--- config.mk ---
export PLATFORM = sky130hd
export DESIGN_NAME = tmr_chan
export DESIGN_NICKNAME = d
export VERILOG_FILES = /design/src/hdl/tmr_chan_pkg.sv /design/src/hdl/pin_edge_detect.sv /design/src/hdl/tmr_chan.sv
export VERILOG_INCLUDE_DIRS = /design/src /design/src/hdl
export SDC_FILE = /design/constraint.sdc
export NUM_CORES = 1
export LEC_CHECK = 0
export BUFFER_PORTS_ARGS = -buffer_cell sky130_fd_sc_hd__buf_2
export CORE_MARGIN = 4
export CORE_UTILIZATION = 60
export DETAILED_ROUTE_END_ITERATION = 16
export GPL_ROUTABILITY_DRIVEN = 1
export GPL_TIMING_DRIVEN = 0
export HOLD_SLACK_MARGIN = 0.05
export PLACE_DENSITY_LB_ADDON = 0.15
export SKIP_CTS_REPAIR_TIMING = 1
export SLEW_MARGIN = 20
export SYNTH_ARGS = -nofsm -noshare
export SYNTH_HDL_FRONTEND = slang
export SYNTH_SLANG_ARGS = --single-unit
--- constraint.sdc ---
create_clock -name clk_i -period 3.3 [get_ports clk_i]
set_clock_uncertainty 0.05 [all_clocks]
set_input_delay 0.99 -clock clk_i [delete_from_list [all_inputs] [get_ports clk_i]]
set_output_delay 0.99 -clock clk_i [all_outputs]
set_load 0.02 [all_outputs]
--- src/hdl/tmr_chan_params.svh ---
// register offsets, field positions, reset values and timing counts for one timer channel
// assumed: included by the channel package users; defines only
`ifndef TMR_CHAN_PARAMS_SVH
`define TMR_CHAN_PARAMS_SVH
`define OFS_MODE 4'h0
`define OFS_IRQ_FLAGS 4'h1
`define OFS_IRQ_MASK 4'h2
`define OFS_START 4'h3
`define OFS_STOP 4'h4
`define OFS_STATUS 4'h5
`define OFS_DATA 4'h6
`define OFS_COUNT 4'h7
`define OFS_EV_STATUS 4'h8
`define OFS_EV_CLEAR 4'h9
`define OFS_EV_ENABLE 4'ha
`define OFS_PERIOD 4'hb
`define MODE_RESET 16'h0184
`define MODE_WMASK 16'hd7cf
`define FLAG_BIT 4
`define MASK_RESET 8'hff
`define EV_CAPTURE 0
`define EV_UNDERFLOW 1
`define EV_START 2
`define SYNC_STAGES 2
`endif

--- src/hdl/tmr_chan_pkg.sv ---
// types shared by the timer channel files
// assumed: compiled before the channel modules
package tmr_chan_pkg;
    typedef enum logic [1:0] {
        EDGE_FALL = 2'b00,
        EDGE_RISE = 2'b01,
        EDGE_BOTH_LOW = 2'b10,
        EDGE_BOTH_HIGH = 2'b11
    } edge_sel_t;
    typedef enum logic [3:0] {
        MD_INTERVAL = 4'b0000,
        MD_INTERVAL_SI = 4'b0001,
        MD_CAPTURE = 4'b0100,
        MD_CAPTURE_SI = 4'b0101,
        MD_EVENT = 4'b0110,
        MD_ONECOUNT = 4'b1000,
        MD_ONECOUNT_RS = 4'b1001,
        MD_CAP_ONE = 4'b1100
    } op_mode_t;
    typedef enum logic [1:0] {
        ST_IDLE = 2'b00,
        ST_WAIT = 2'b01,
        ST_RUN = 2'b10
    } run_state_t;
endpackage : tmr_chan_pkg

--- src/hdl/pin_edge_detect.sv ---
// two-stage synchroniser and edge detector for the timer input pin
// assumed: pin is asynchronous to clk_i
`timescale 1ns/1ps
`default_nettype none
module pin_edge_detect (
    // clock and reset
    input wire logic clk_i,
    input wire logic rst_b_i,
    // pin
    input wire logic pin_i,
    // level and edges
    output logic level_o,
    output logic rise_o,
    output logic fall_o
);
    logic meta;
    logic sync;
    logic prev;

    // first stage is read only by the second
    always_ff @(posedge clk_i) begin
        if (!rst_b_i) begin
            meta <= 1'b0;
            sync <= 1'b0;
            prev <= 1'b0;
        end else begin
            meta <= pin_i;
            sync <= meta;
            prev <= sync;
        end
    end

    assign level_o = sync;
    assign rise_o = sync & ~prev;
    assign fall_o = ~sync & prev;
endmodule : pin_edge_detect
`default_nettype wire

--- src/hdl/tmr_chan.sv ---
// one timer channel: mode register, start/stop triggers, capture, irq flag and mask
// assumed: prescaler tick inputs are one-cycle pulses on clk_i; master irq from same clock
`timescale 1ns/1ps
`default_nettype none
`include "tmr_chan_params.svh"

// Contract
// [RQ1] clock select field picks prescaled tick
// [RQ2] count source: master tick or pin edge
// [RQ3] trigger select 000: software start only
// [RQ4] trigger select 001: valid edge starts/captures
// [RQ5] trigger select 010: both edges, pulse width
// [RQ6] trigger select 100: master channel irq triggers
// [RQ7] edge select: fall, rise, both low/high
// [RQ8] lowest mode bit: irq at count start
// [RQ9] one-count: lowest bit lets retrigger restart
// [RQ10] capture one-count: no start irq, no retrigger
// [RQ11] flag set on irq; software clears first
// [RQ12] mask bit one blocks irq servicing
// [RQ13] software writes only channel start bit
// [RQ14] start bit one sets enable status
// [RQ15] stop bit one clears enable status
// [RQ16] capture trigger copies count, raises irq
module tmr_chan
    import tmr_chan_pkg::*;
#(
    parameter int WIDTH = 16
) (
    // clock and reset
    input wire logic clk_i,
    input wire logic rst_b_i,
    // register port
    input wire logic [3:0] addr_i,
    input wire logic [15:0] wdata_i,
    input wire logic wr_i,
    input wire logic rd_i,
    output logic [15:0] rdata_o,
    // prescaler ticks and slave trigger
    input wire logic [3:0] presc_tick_i,
    input wire logic master_irq_i,
    // pin
    input wire logic timer_input_pin_i,
    // outputs
    output logic chan_irq_o,
    output logic irq_o,
    output logic chan_enable_status_o
);
    import tmr_chan_pkg::*;

    logic [15:0] mode;
    logic [7:0] irq_flags;
    logic [7:0] irq_mask;
    logic [WIDTH-1:0] count;
    logic [WIDTH-1:0] period;
    logic [WIDTH-1:0] data;
    logic [2:0] ev_status;
    logic [2:0] ev_enable;
    logic enable;
    run_state_t state;
    logic pin_level;
    logic pin_rise;
    logic pin_fall;

    pin_edge_detect pin_edge_detect_i (
        .clk_i(clk_i),
        .rst_b_i(rst_b_i),
        .pin_i(timer_input_pin_i),
        .level_o(pin_level),
        .rise_o(pin_rise),
        .fall_o(pin_fall)
    );

    // field views
    logic [1:0] clk_sel;
    logic count_clock_source;
    logic [2:0] trig_sel;
    edge_sel_t edge_sel;
    op_mode_t op_mode;
    assign clk_sel = mode[15:14];
    assign count_clock_source = mode[12];
    assign trig_sel = mode[10:8];
    assign edge_sel = edge_sel_t'(mode[7:6]);
    assign op_mode = op_mode_t'(mode[3:0]);

    function automatic logic sel_edge(input edge_sel_t s, input logic r, input logic f);
        case (s)
            EDGE_FALL: sel_edge = f;
            EDGE_RISE: sel_edge = r;
            default: sel_edge = r | f;
        endcase
    endfunction : sel_edge

    // master tick: note 01 and 10 are swapped against the tick index
    logic mck_tick;
    always_comb begin
        case (clk_sel)
            2'b00: mck_tick = presc_tick_i[0]; // [RQ1]
            2'b01: mck_tick = presc_tick_i[2]; // [RQ1]
            2'b10: mck_tick = presc_tick_i[1]; // [RQ1]
            default: mck_tick = presc_tick_i[3]; // [RQ1]
        endcase
    end

    logic valid_edge;
    assign valid_edge = sel_edge(edge_sel, pin_rise, pin_fall); // [RQ7]
    logic count_tick;
    assign count_tick = count_clock_source ? valid_edge : mck_tick; // [RQ2]

    // for both-edge measurement the starting edge is the one opening the measured level
    logic start_edge;
    logic end_edge;
    always_comb begin
        start_edge = 1'b0;
        end_edge = 1'b0;
        case (trig_sel)
            3'b001: begin
                start_edge = valid_edge; // [RQ4]
                end_edge = valid_edge; // [RQ4]
            end
            3'b010: begin
                start_edge = (edge_sel == EDGE_BOTH_HIGH) ? pin_rise : pin_fall; // [RQ5] [RQ7]
                end_edge = pin_rise | pin_fall; // [RQ5]
            end
            3'b100: begin
                start_edge = master_irq_i; // [RQ6]
                end_edge = master_irq_i; // [RQ6]
            end
            default: start_edge = 1'b0; // [RQ3]
        endcase
    end
    logic sw_start;
    logic sw_stop;
    assign sw_start = wr_i && addr_i == `OFS_START && wdata_i[0]; // [RQ14] [RQ13]
    assign sw_stop = wr_i && addr_i == `OFS_STOP && wdata_i[0]; // [RQ15]

    logic is_capture;
    logic is_onecount;
    logic start_irq;
    logic retrig_ok;
    assign is_capture = op_mode == MD_CAPTURE || op_mode == MD_CAPTURE_SI || op_mode == MD_CAP_ONE;
    assign is_onecount = op_mode == MD_ONECOUNT || op_mode == MD_ONECOUNT_RS || op_mode == MD_CAP_ONE;
    // event counter and one-count variants never fire at start
    assign start_irq = (op_mode == MD_INTERVAL_SI) || (op_mode == MD_CAPTURE_SI); // [RQ8] [RQ10]
    assign retrig_ok = op_mode == MD_ONECOUNT_RS; // [RQ9] [RQ10]
    logic hw_start;
    assign hw_start = enable && trig_sel != 3'b000 && start_edge;
    // channel event pulses
    logic ev_cap;
    logic ev_zero;
    logic ev_begin;
    logic next_chan_irq;
    always_comb begin
        ev_cap = 1'b0;
        ev_zero = 1'b0;
        ev_begin = 1'b0;
        case (state)
            ST_IDLE: ev_begin = sw_start && trig_sel == 3'b000 && start_irq; // [RQ8]
            ST_WAIT: ev_begin = hw_start && start_irq; // [RQ8]
            ST_RUN: begin
                if (is_capture && end_edge)
                    ev_cap = 1'b1; // [RQ16]
                if (!is_capture && count_tick && count == '0)
                    ev_zero = 1'b1;
            end
            default: ev_begin = 1'b0;
        endcase
        next_chan_irq = ev_cap | ev_zero | ev_begin;
    end

    // run state: wait for trigger, count, stop
    always_ff @(posedge clk_i) begin
        if (!rst_b_i) begin
            state <= ST_IDLE;
        end else if (sw_stop) begin
            state <= ST_IDLE; // [RQ15]
        end else begin
            case (state)
                ST_IDLE: if (sw_start) state <= (trig_sel == 3'b000) ? ST_RUN : ST_WAIT;
                ST_WAIT: if (hw_start) state <= ST_RUN;
                ST_RUN: if (is_onecount && (ev_zero || ev_cap) && !(hw_start && retrig_ok)) state <= ST_WAIT; // [RQ10]
                default: state <= ST_IDLE;
            endcase
        end
    end
    always_ff @(posedge clk_i) begin
        if (!rst_b_i) begin
            enable <= 1'b0;
        end else if (sw_start) begin
            enable <= 1'b1; // [RQ14]
        end else if (sw_stop) begin
            enable <= 1'b0; // [RQ15]
        end
    end

    // counter: capture counts up, others reload from period and count down
    always_ff @(posedge clk_i) begin
        if (!rst_b_i) begin
            count <= '0;
        end else if ((state == ST_IDLE && sw_start) || (state == ST_WAIT && hw_start)) begin
            count <= is_capture ? '0 : period;
        end else if (state == ST_RUN) begin
            if (is_onecount && hw_start && retrig_ok) begin
                count <= period; // [RQ9]
            end else if (ev_cap) begin
                count <= '0;
            end else if (count_tick) begin
                if (is_capture)
                    count <= count + 1'b1;
                else
                    count <= (count == '0) ? period : count - 1'b1;
            end
        end
    end

    always_ff @(posedge clk_i) begin
        if (!rst_b_i) begin
            data <= '0;
        end else if (ev_cap) begin
            data <= count; // [RQ16]
        end
    end

    // registers written by software
    always_ff @(posedge clk_i) begin
        if (!rst_b_i) begin
            mode <= `MODE_RESET;
            irq_mask <= `MASK_RESET;
            period <= '0;
            ev_enable <= '0;
        end else if (wr_i) begin
            case (addr_i)
                `OFS_MODE: mode <= wdata_i & `MODE_WMASK;
                `OFS_IRQ_MASK: irq_mask <= wdata_i[7:0]; // [RQ12]
                `OFS_PERIOD: period <= wdata_i[WIDTH-1:0];
                `OFS_EV_ENABLE: ev_enable <= wdata_i[2:0];
                default: ;
            endcase
        end
    end

    // set wins over software clear
    always_ff @(posedge clk_i) begin
        if (!rst_b_i) begin
            irq_flags <= '0;
        end else begin
            if (wr_i && addr_i == `OFS_IRQ_FLAGS)
                irq_flags <= wdata_i[7:0];
            if (next_chan_irq)
                irq_flags[`FLAG_BIT] <= 1'b1; // [RQ11]
        end
    end

    always_ff @(posedge clk_i) begin
        if (!rst_b_i) begin
            ev_status <= '0;
        end else begin
            ev_status <= (wr_i && addr_i == `OFS_EV_CLEAR) ? (ev_status & ~wdata_i[2:0]) : ev_status;
            if (ev_cap) ev_status[`EV_CAPTURE] <= 1'b1;
            if (ev_zero) ev_status[`EV_UNDERFLOW] <= 1'b1;
            if (ev_begin) ev_status[`EV_START] <= 1'b1;
        end
    end

    // outputs straight from flops
    always_ff @(posedge clk_i) begin
        if (!rst_b_i) begin
            chan_irq_o <= 1'b0;
            irq_o <= 1'b0;
            chan_enable_status_o <= 1'b0;
        end else begin
            chan_irq_o <= next_chan_irq;
            // flag pends even while masked; mask only gates servicing
            irq_o <= (irq_flags[`FLAG_BIT] & ~irq_mask[`FLAG_BIT]) | (|(ev_status & ev_enable)); // [RQ12]
            chan_enable_status_o <= enable;
        end
    end

    // read data one cycle later
    always_ff @(posedge clk_i) begin
        if (!rst_b_i) begin
            rdata_o <= '0;
        end else if (rd_i) begin
            case (addr_i)
                `OFS_MODE: rdata_o <= mode;
                `OFS_IRQ_FLAGS: rdata_o <= {8'h00, irq_flags};
                `OFS_IRQ_MASK: rdata_o <= {8'h00, irq_mask};
                `OFS_STATUS: rdata_o <= {12'h000, pin_level, 1'b0, state == ST_RUN, enable};
                `OFS_DATA: rdata_o <= 16'(data);
                `OFS_COUNT: rdata_o <= 16'(count);
                `OFS_EV_STATUS: rdata_o <= {13'h0000, ev_status};
                `OFS_EV_ENABLE: rdata_o <= {13'h0000, ev_enable};
                `OFS_PERIOD: rdata_o <= 16'(period);
                default: rdata_o <= 16'h0000;
            endcase
        end else begin
            rdata_o <= 16'h0000;
        end
    end

    property p_start_sets_enable;
        @(posedge clk_i) disable iff (!rst_b_i) sw_start |=> ##1 chan_enable_status_o;
    endproperty
    a_start_sets_enable: assert property (p_start_sets_enable) else $error("start did not enable"); // [RQ14]

    property p_stop_clears_enable;
        @(posedge clk_i) disable iff (!rst_b_i) (sw_stop && !sw_start) |=> ##1 !chan_enable_status_o;
    endproperty
    a_stop_clears_enable: assert property (p_stop_clears_enable) else $error("stop did not disable"); // [RQ15]

    property p_capture_copies;
        @(posedge clk_i) disable iff (!rst_b_i) ev_cap |=> data == $past(count);
    endproperty
    a_capture_copies: assert property (p_capture_copies) else $error("capture lost count"); // [RQ16]

    property p_flag_sets;
        @(posedge clk_i) disable iff (!rst_b_i) next_chan_irq |=> irq_flags[`FLAG_BIT];
    endproperty
    a_flag_sets: assert property (p_flag_sets) else $error("irq flag not set"); // [RQ11]

    property p_mask_blocks;
        @(posedge clk_i) disable iff (!rst_b_i) (irq_mask[`FLAG_BIT] && ev_enable == '0) |=> !irq_o;
    endproperty
    a_mask_blocks: assert property (p_mask_blocks) else $error("masked irq serviced"); // [RQ12]

    property p_sw_only;
        @(posedge clk_i) disable iff (!rst_b_i) (state == ST_WAIT && trig_sel == 3'b000) |=> state != ST_RUN;
    endproperty
    a_sw_only: assert property (p_sw_only) else $error("hw trigger in sw mode"); // [RQ3]

    property p_no_start_irq;
        @(posedge clk_i) disable iff (!rst_b_i) (op_mode == MD_CAP_ONE || op_mode == MD_EVENT) |-> !ev_begin;
    endproperty
    a_no_start_irq: assert property (p_no_start_irq) else $error("start irq in wrong mode"); // [RQ10]

    property p_clk_sel;
        @(posedge clk_i) disable iff (!rst_b_i) mck_tick == presc_tick_i[{clk_sel[0], clk_sel[1]}];
    endproperty
    a_clk_sel: assert property (p_clk_sel) else $error("wrong prescaler tick"); // [RQ1]
endmodule : tmr_chan
`default_nettype wire

-- Yosys cells after proc, flatten, opt, wreduce, memory -nomap -nowiden
Cells that the tools add are included.
- multiplexer cells: 33
- bitwise operators: 14
- eq/ne operators: 29
- reductions and logical operators: 53
- $add $sub $neg: 2
- operator list (operator ; number):
    $pmux W16 S9 ; 1
    $mux W16 ; 8
    $eq A4 B4 Y1 const B ; 7
    $eq A4 B3 Y1 const B ; 6
    $logic_and A1 B1 Y1 ; 21
    $add A16 B1 Y16 const B ; 1
    $logic_not A16 Y1 ; 1
    $sub A16 B1 Y16 const B ; 1
    $mux W1 ; 12
    $reduce_and A2 Y1 ; 6
    $reduce_bool A2 Y1 ; 6
    $pmux W1 S3 ; 3
    $eq A4 B1 Y1 const B ; 2
    $eq A4 B2 Y1 const B ; 2
    $mux W2 ; 4
    $logic_or A1 B1 Y1 ; 7
    $and A3 B3 Y3 ; 2
    $eq A2 B1 Y1 const B ; 3
    $eq A2 B2 Y1 const B ; 3
    $logic_not A2 Y1 ; 3
    $ne A2 B2 Y1 const B ; 3
    $pmux W2 S3 ; 1
    $mux W5 ; 1
    $logic_not A4 Y1 ; 1
    other kinds (16) ; 26
- bits in registers: 107
- input port bits: 30
- output and inout port bits: 19

-- Depth between registers and ports, before layout
- depth after elaboration: 14
- depth in mapped cells: 11

-- By module
Synthesis repeated with hierarchy kept, for this count alone.
- cell total of the unflattened synthesis: 720
- area total of the unflattened synthesis: 5550.3 um2
- modules (own cells, without submodules) (module ; times used ; cells each ; area an instance (um2)):
    tmr_chan ; 1 ; 712 ; 5459.0
    pin_edge_detect ; 1 ; 8 ; 91.3

-- Least setup slack after synthesis
No wires, ideal clock.
- path kind: input -> register
- start: input addr_i[0]
- end: register count[0]
- data required time: 3.155 ns
- data arrival time: 2.835 ns
- cell stages on the path: 8
- setup time: 0.095 ns
- path slack: 0.320 ns
- path through: clkbuf_1 > nor2b_1 > a21oi_1 > a2111o_1 > o22ai_1 > nand2b_1 > a21oi_1 > a221oi_1
- longest elaborated chain between the ends: 7
- elaborated cells between the ends (all ways): 9
- those cells by class: eq/ne (1); mux (1); reduce/logical (7)
- RTL lines (what ; line ; RTL):
    start, declared ; tmr_chan.sv:33 ; input wire logic [3:0] addr_i,
    $eq A4 B2 Y1 (no source line) (*) ; n/a ;
    $logic_and A1 B1 Y1 (no source line) (*) ; n/a ;
    $logic_and A1 B1 Y1 (*) ; tmr_chan.sv:133 ; assign sw_start = wr_i && addr_i == `OFS_START && wdata_i[0];
    $logic_and A1 B1 Y1 (*) ; tmr_chan.sv:199 ; end else if ((state == ST_IDLE && sw_start) || (state == ST_WAIT && hw_start)) begin
    $logic_or A1 B1 Y1 (*) ; tmr_chan.sv:199 ;
    $reduce_bool A4 Y1 (no source line) or $reduce_bool A2 Y1 (tied branches) ; n/a ;
    $reduce_and A2 Y1 (no source line) ; n/a ;
    end signal, assigned ; tmr_chan.sv:200 ; count <= is_capture ? '0 : period;
    end signal, assigned ; tmr_chan.sv:203 ; count <= period;
    end signal, assigned ; tmr_chan.sv:208 ; count <= count + 1'b1;
    end, declared ; tmr_chan.sv:53 ; logic [WIDTH-1:0] count;
Mark *: on every way between the ends. The rest lies on a longest branch, timed or not.
A chain may end at the register's enable or synchronous reset.

-- Worst setup path after layout
- start: register count[0]
- end: register count[9]
- longest elaborated chain between the ends: 8
- elaborated cells between the ends (all ways): 10
- those cells by class: add/sub (2); mux (7); reduce/logical (1)
- RTL lines (what ; line ; RTL):
    $sub A16 B1 Y16 or $logic_not A16 Y1 (tied branches) ; tmr_chan.sv:210 ; count <= (count == '0) ? period : count - 1'b1;
    $mux W16 ; tmr_chan.sv:210 ;
    $mux W16 (*) ; tmr_chan.sv:207 ; if (is_capture)
    $mux W16 (*) ; tmr_chan.sv:206 ; end else if (count_tick) begin
    $mux W16 (*) ; tmr_chan.sv:204 ; end else if (ev_cap) begin
    $mux W16 (*) ; tmr_chan.sv:202 ; if (is_onecount && hw_start && retrig_ok) begin
    $mux W16 (*) ; tmr_chan.sv:201 ; end else if (state == ST_RUN) begin
    $mux W16 (*) ; tmr_chan.sv:199 ;
Mark *: on every way between the ends. The rest lies on a longest branch, timed or not. The select of a mux whose other input is x is not followed.

==> impl_metrics.yaml <==
setup_path:
  reg2reg_from: "count[0]$_SDFFE_PN0P_"
  cp.required_ns: 3.53
  timing.rr.end: "count[9]$_SDFFE_PN0P_"
  r2r_slack_ns: 0.05
  endpoint_kind: "register"
  cp_data_arrival_time_ns: 3.47
  crit_type: "register to register"
  start_kind: "register"
  path_max_fanout: 10
  rr_worst_depth: 11
run_status:
  status: "finished clean"
sta:
  fin_crit_ns: 3.25
  fin_crit_sh_pct: 98.5
  final.setup.tns_ns: 0
  relSlewSlack_pct: 29.0
  tightest_slew_ns: 1.06
  finalHoldViolCount: 0
  slew_viol_final: 0
  hold_slack_ns: 0.395
  finalSetupViolations: 0
  max_freq_mhz: 308
global_route:
  grt_antenna_before_repair: 0
  grt_max_degree: 21
  grt_pass1_wl_um: 28800
  grt_usage_pct: 33.2
  grt_pass1_vias: 5553
  grt_overflow: 0
floorplanning:
  io_pins: 49
  fp.dieH_um: 105
  num_rows: 35
  core_um2: 9200
  start_util_pct: 61.5
  die-area_um2: 11000
  die_w_um: 105
cts:
  root_buffer: "clkbuf_8"
  cts.htree.levels: 3
  clkTransAtPathRegs_ns: 0.10
  cts_tree: "done"
  clk_path_buf_depth: 2
  clk_latency_ns: 0.37
  numCtsBuffers: 9
  cts_sinks: 107
synth:
  synthArstFlopShare_pct: 0
  yosysUniqueCellTypes: 72
  synth_cells: 708
  ys.flop_type: "dfxtp_1"
  syn_nets: 744
  synth_xor_area_share_pct: 1.24
  synth_simple_gate_area_share_pct: 25.5
  syn_area_um2: 5660
  yosysWarningCount: 0
  synth.avg_cell_area_um2: 7.99
  synthMuxAreaShare_pct: 4.85
  synth_fa_ha_area_share_pct: 1.33
  synth_seq_cells: 107
  ys_seq_area_share_pct: 37.9
  synth_top_family_by_area: "simple AND/OR/NAND/NOR gates"
  synth-compound-area-share_pct: 22.9
  synth_edf_count: 0
power:
  power.leakage_nw: 2.37
  p_per_area_nw_per_um2: 393
  ir_worst_vdd_mv: 0.207
min_path:
  hp-start: "pin_edge_detect_i.meta$_SDFF_PN0_"
  min_path_type: "register to register"
  holdPathStages: 1
  min_to: "pin_edge_detect_i.level_o$_SDFF_PN0_"
routing:
  vias_per_cell: 6.77
  drcViolationCount: 0
  drt_iter0_markers: 711
  ant_nets: 0
  via_count: 5960
  routed_wl_um: 18800
  first_pass_iters: 6
  wl_per_cell_um: 21.3
cells_and_area:
  most-common-layout-cells: "nand2_1, dfxtp_1, a21oi_1, nor2_1, buf_2"
  area_delta_synth_final_pct: 11.9
  final_common_cell: "nand2_1"
  fin_cells: 881
  drive_gt1_share_pct: 14.3
  final_util_pct: 68.8
  diodes: 0
  fin_nets: 801
job:
  max_cap_viol_count: 0
placed_design:
  placed_cells: 865
  hpwl_um: 13800
  numPortBuffers: 45
  gp_congestion: 0.938
-- Yosys cell counts, types with 4 or more instances --
library cell	instances	area, µm²
a211oi_1	7	52.6
a21oi_1	68	340
a221oi_1	9	78.8
a222oi_1	4	40.0
a22oi_1	28	210
a311oi_1	7	61.3
a31oi_1	11	68.8
and2_1	10	62.6
and3_1	7	43.8
buf_6	8	90.1
clkbuf_1	42	158
dfxtp_1	107	2140
ha_1	6	75.1
inv_1	9	33.8
mux2i_1	24	240
nand2_1	112	420
nand2b_1	6	37.5
nand3_1	28	140
nand4_1	10	62.6
nor2_1	64	240
nor2b_1	4	25.0
nor3_1	12	60.1
nor4_1	8	50.1
o211ai_1	15	113
o21a_1	4	30.0
o21ai_0	16	80.1
or3_1	9	56.3
xnor2_1	5	43.8
-- sequential cells by signal (all words and copies together) (netlist names) --
| name | cells |
|---|---|
| chan_enable_status_o | 1 |
| chan_irq_o | 1 |
| count | 16 |
| data | 16 |
| enable | 1 |
| ev_enable | 3 |
| ev_status | 3 |
| irq_flags | 8 |
| irq_mask | 8 |
| irq_o | 1 |
| mode | 12 |
| period | 16 |
| pin_edge_detect_i.level_o | 1 |
| pin_edge_detect_i.meta | 1 |
| pin_edge_detect_i.prev | 1 |
| rdata_o | 16 |
| state | 2 |
-- critical path: stages, from the launching register on --
cell and delay, ns:
dfxtp_1 0.33, clkbuf_4 0.19, inv_2 0.10, ha_1 0.15, or4b_4 0.49, or4_4 0.54
buf_6 0.16, nand3_2 0.06, nand2_1 0.05, o221a_1 0.24, or4_1 0.51, a311oi_2 0.29
-- where the power goes --
part           total, W  internal [W]  switching [W]
combinational  0.000303      0.000108       0.000195
sequential      0.00132       0.00131      0.0000158
clock          0.000863      0.000371       0.000492
-- final cells by class --
class / instances / area (µm²)
Buffer: 57 / 318
Sequential cell: 107 / 2140
Fill cell: 800 / 2870
Clock inverter: 7 / 92.6
Clock buffer: 9 / 124
Multi-Input combinational cell: 534 / 3240
Inverter: 10 / 45.0
Tap cell: 111 / 139
Timing Repair Buffer: 46 / 233
-- how the worst max path moves through the flow --
| stage | startpoint | to | slack [ns] | depth (start not counted) |
|---|---|---|---|---|
| 5_1_grt | count[0]$_SDFFE_PN0P_ | count[9]$_SDFFE_PN0P_ | -0.02 | 11 |
| 6_report | count[0]$_SDFFE_PN0P_ | count[9]$_SDFFE_PN0P_ | 0.05 | 11 |
| 2_1_floorplan | addr_i[0] | count[0]$_SDFFE_PN0P_ | 0.32 | 8 |
| 3_3_place_gp | addr_i[0] | count[0]$_SDFFE_PN0P_ | -0.39 | 8 |
| 4_1_cts | pin_edge_detect_i.level_o$_SDFF_PN0_ | count[0]$_SDFFE_PN0P_ | -0.35 | 10 |
| 3_5_place_dp | addr_i[3] | count[0]$_SDFFE_PN0P_ | -0.48 | 9 |
-- per-layer routing --
layer / GRT usage (%) / routed length, µm / vias to the layer above
met3: 7.10 / 1810 / 86
met1: 41.8 / 7400 / 2791
li1: - / - / 2704
met2: 54.7 / 8610 / 377
met5: 0 / 32 / -
met4: 14.2 / 897 / 2
-- per-stage QoR --
step / setup WS (ns) / instance area (µm²) / total power [W]
final: 0.0507 / 6330 / 0.00249
after global routing: -0.0223 / 6330 / 0.00256
after CTS: -0.353 / 6250 / 0.00247
after detailed placement: -0.478 / 6040 / 0.00164
after global placement: -0.390 / 6020 / 0.00163
after floorplan: 0.320 / 5660 / 0.00154
-- cell families after synthesis --
group,after synthesis
buffers and inverters,67
adders and majority gates,6
xor gates and xnor gates,8
AOI/OAI and AO/OA,195
and+or+nand+nor,299
muxes,26
DFF,107
No activity file was read; power rests on OpenSTA's default activity.
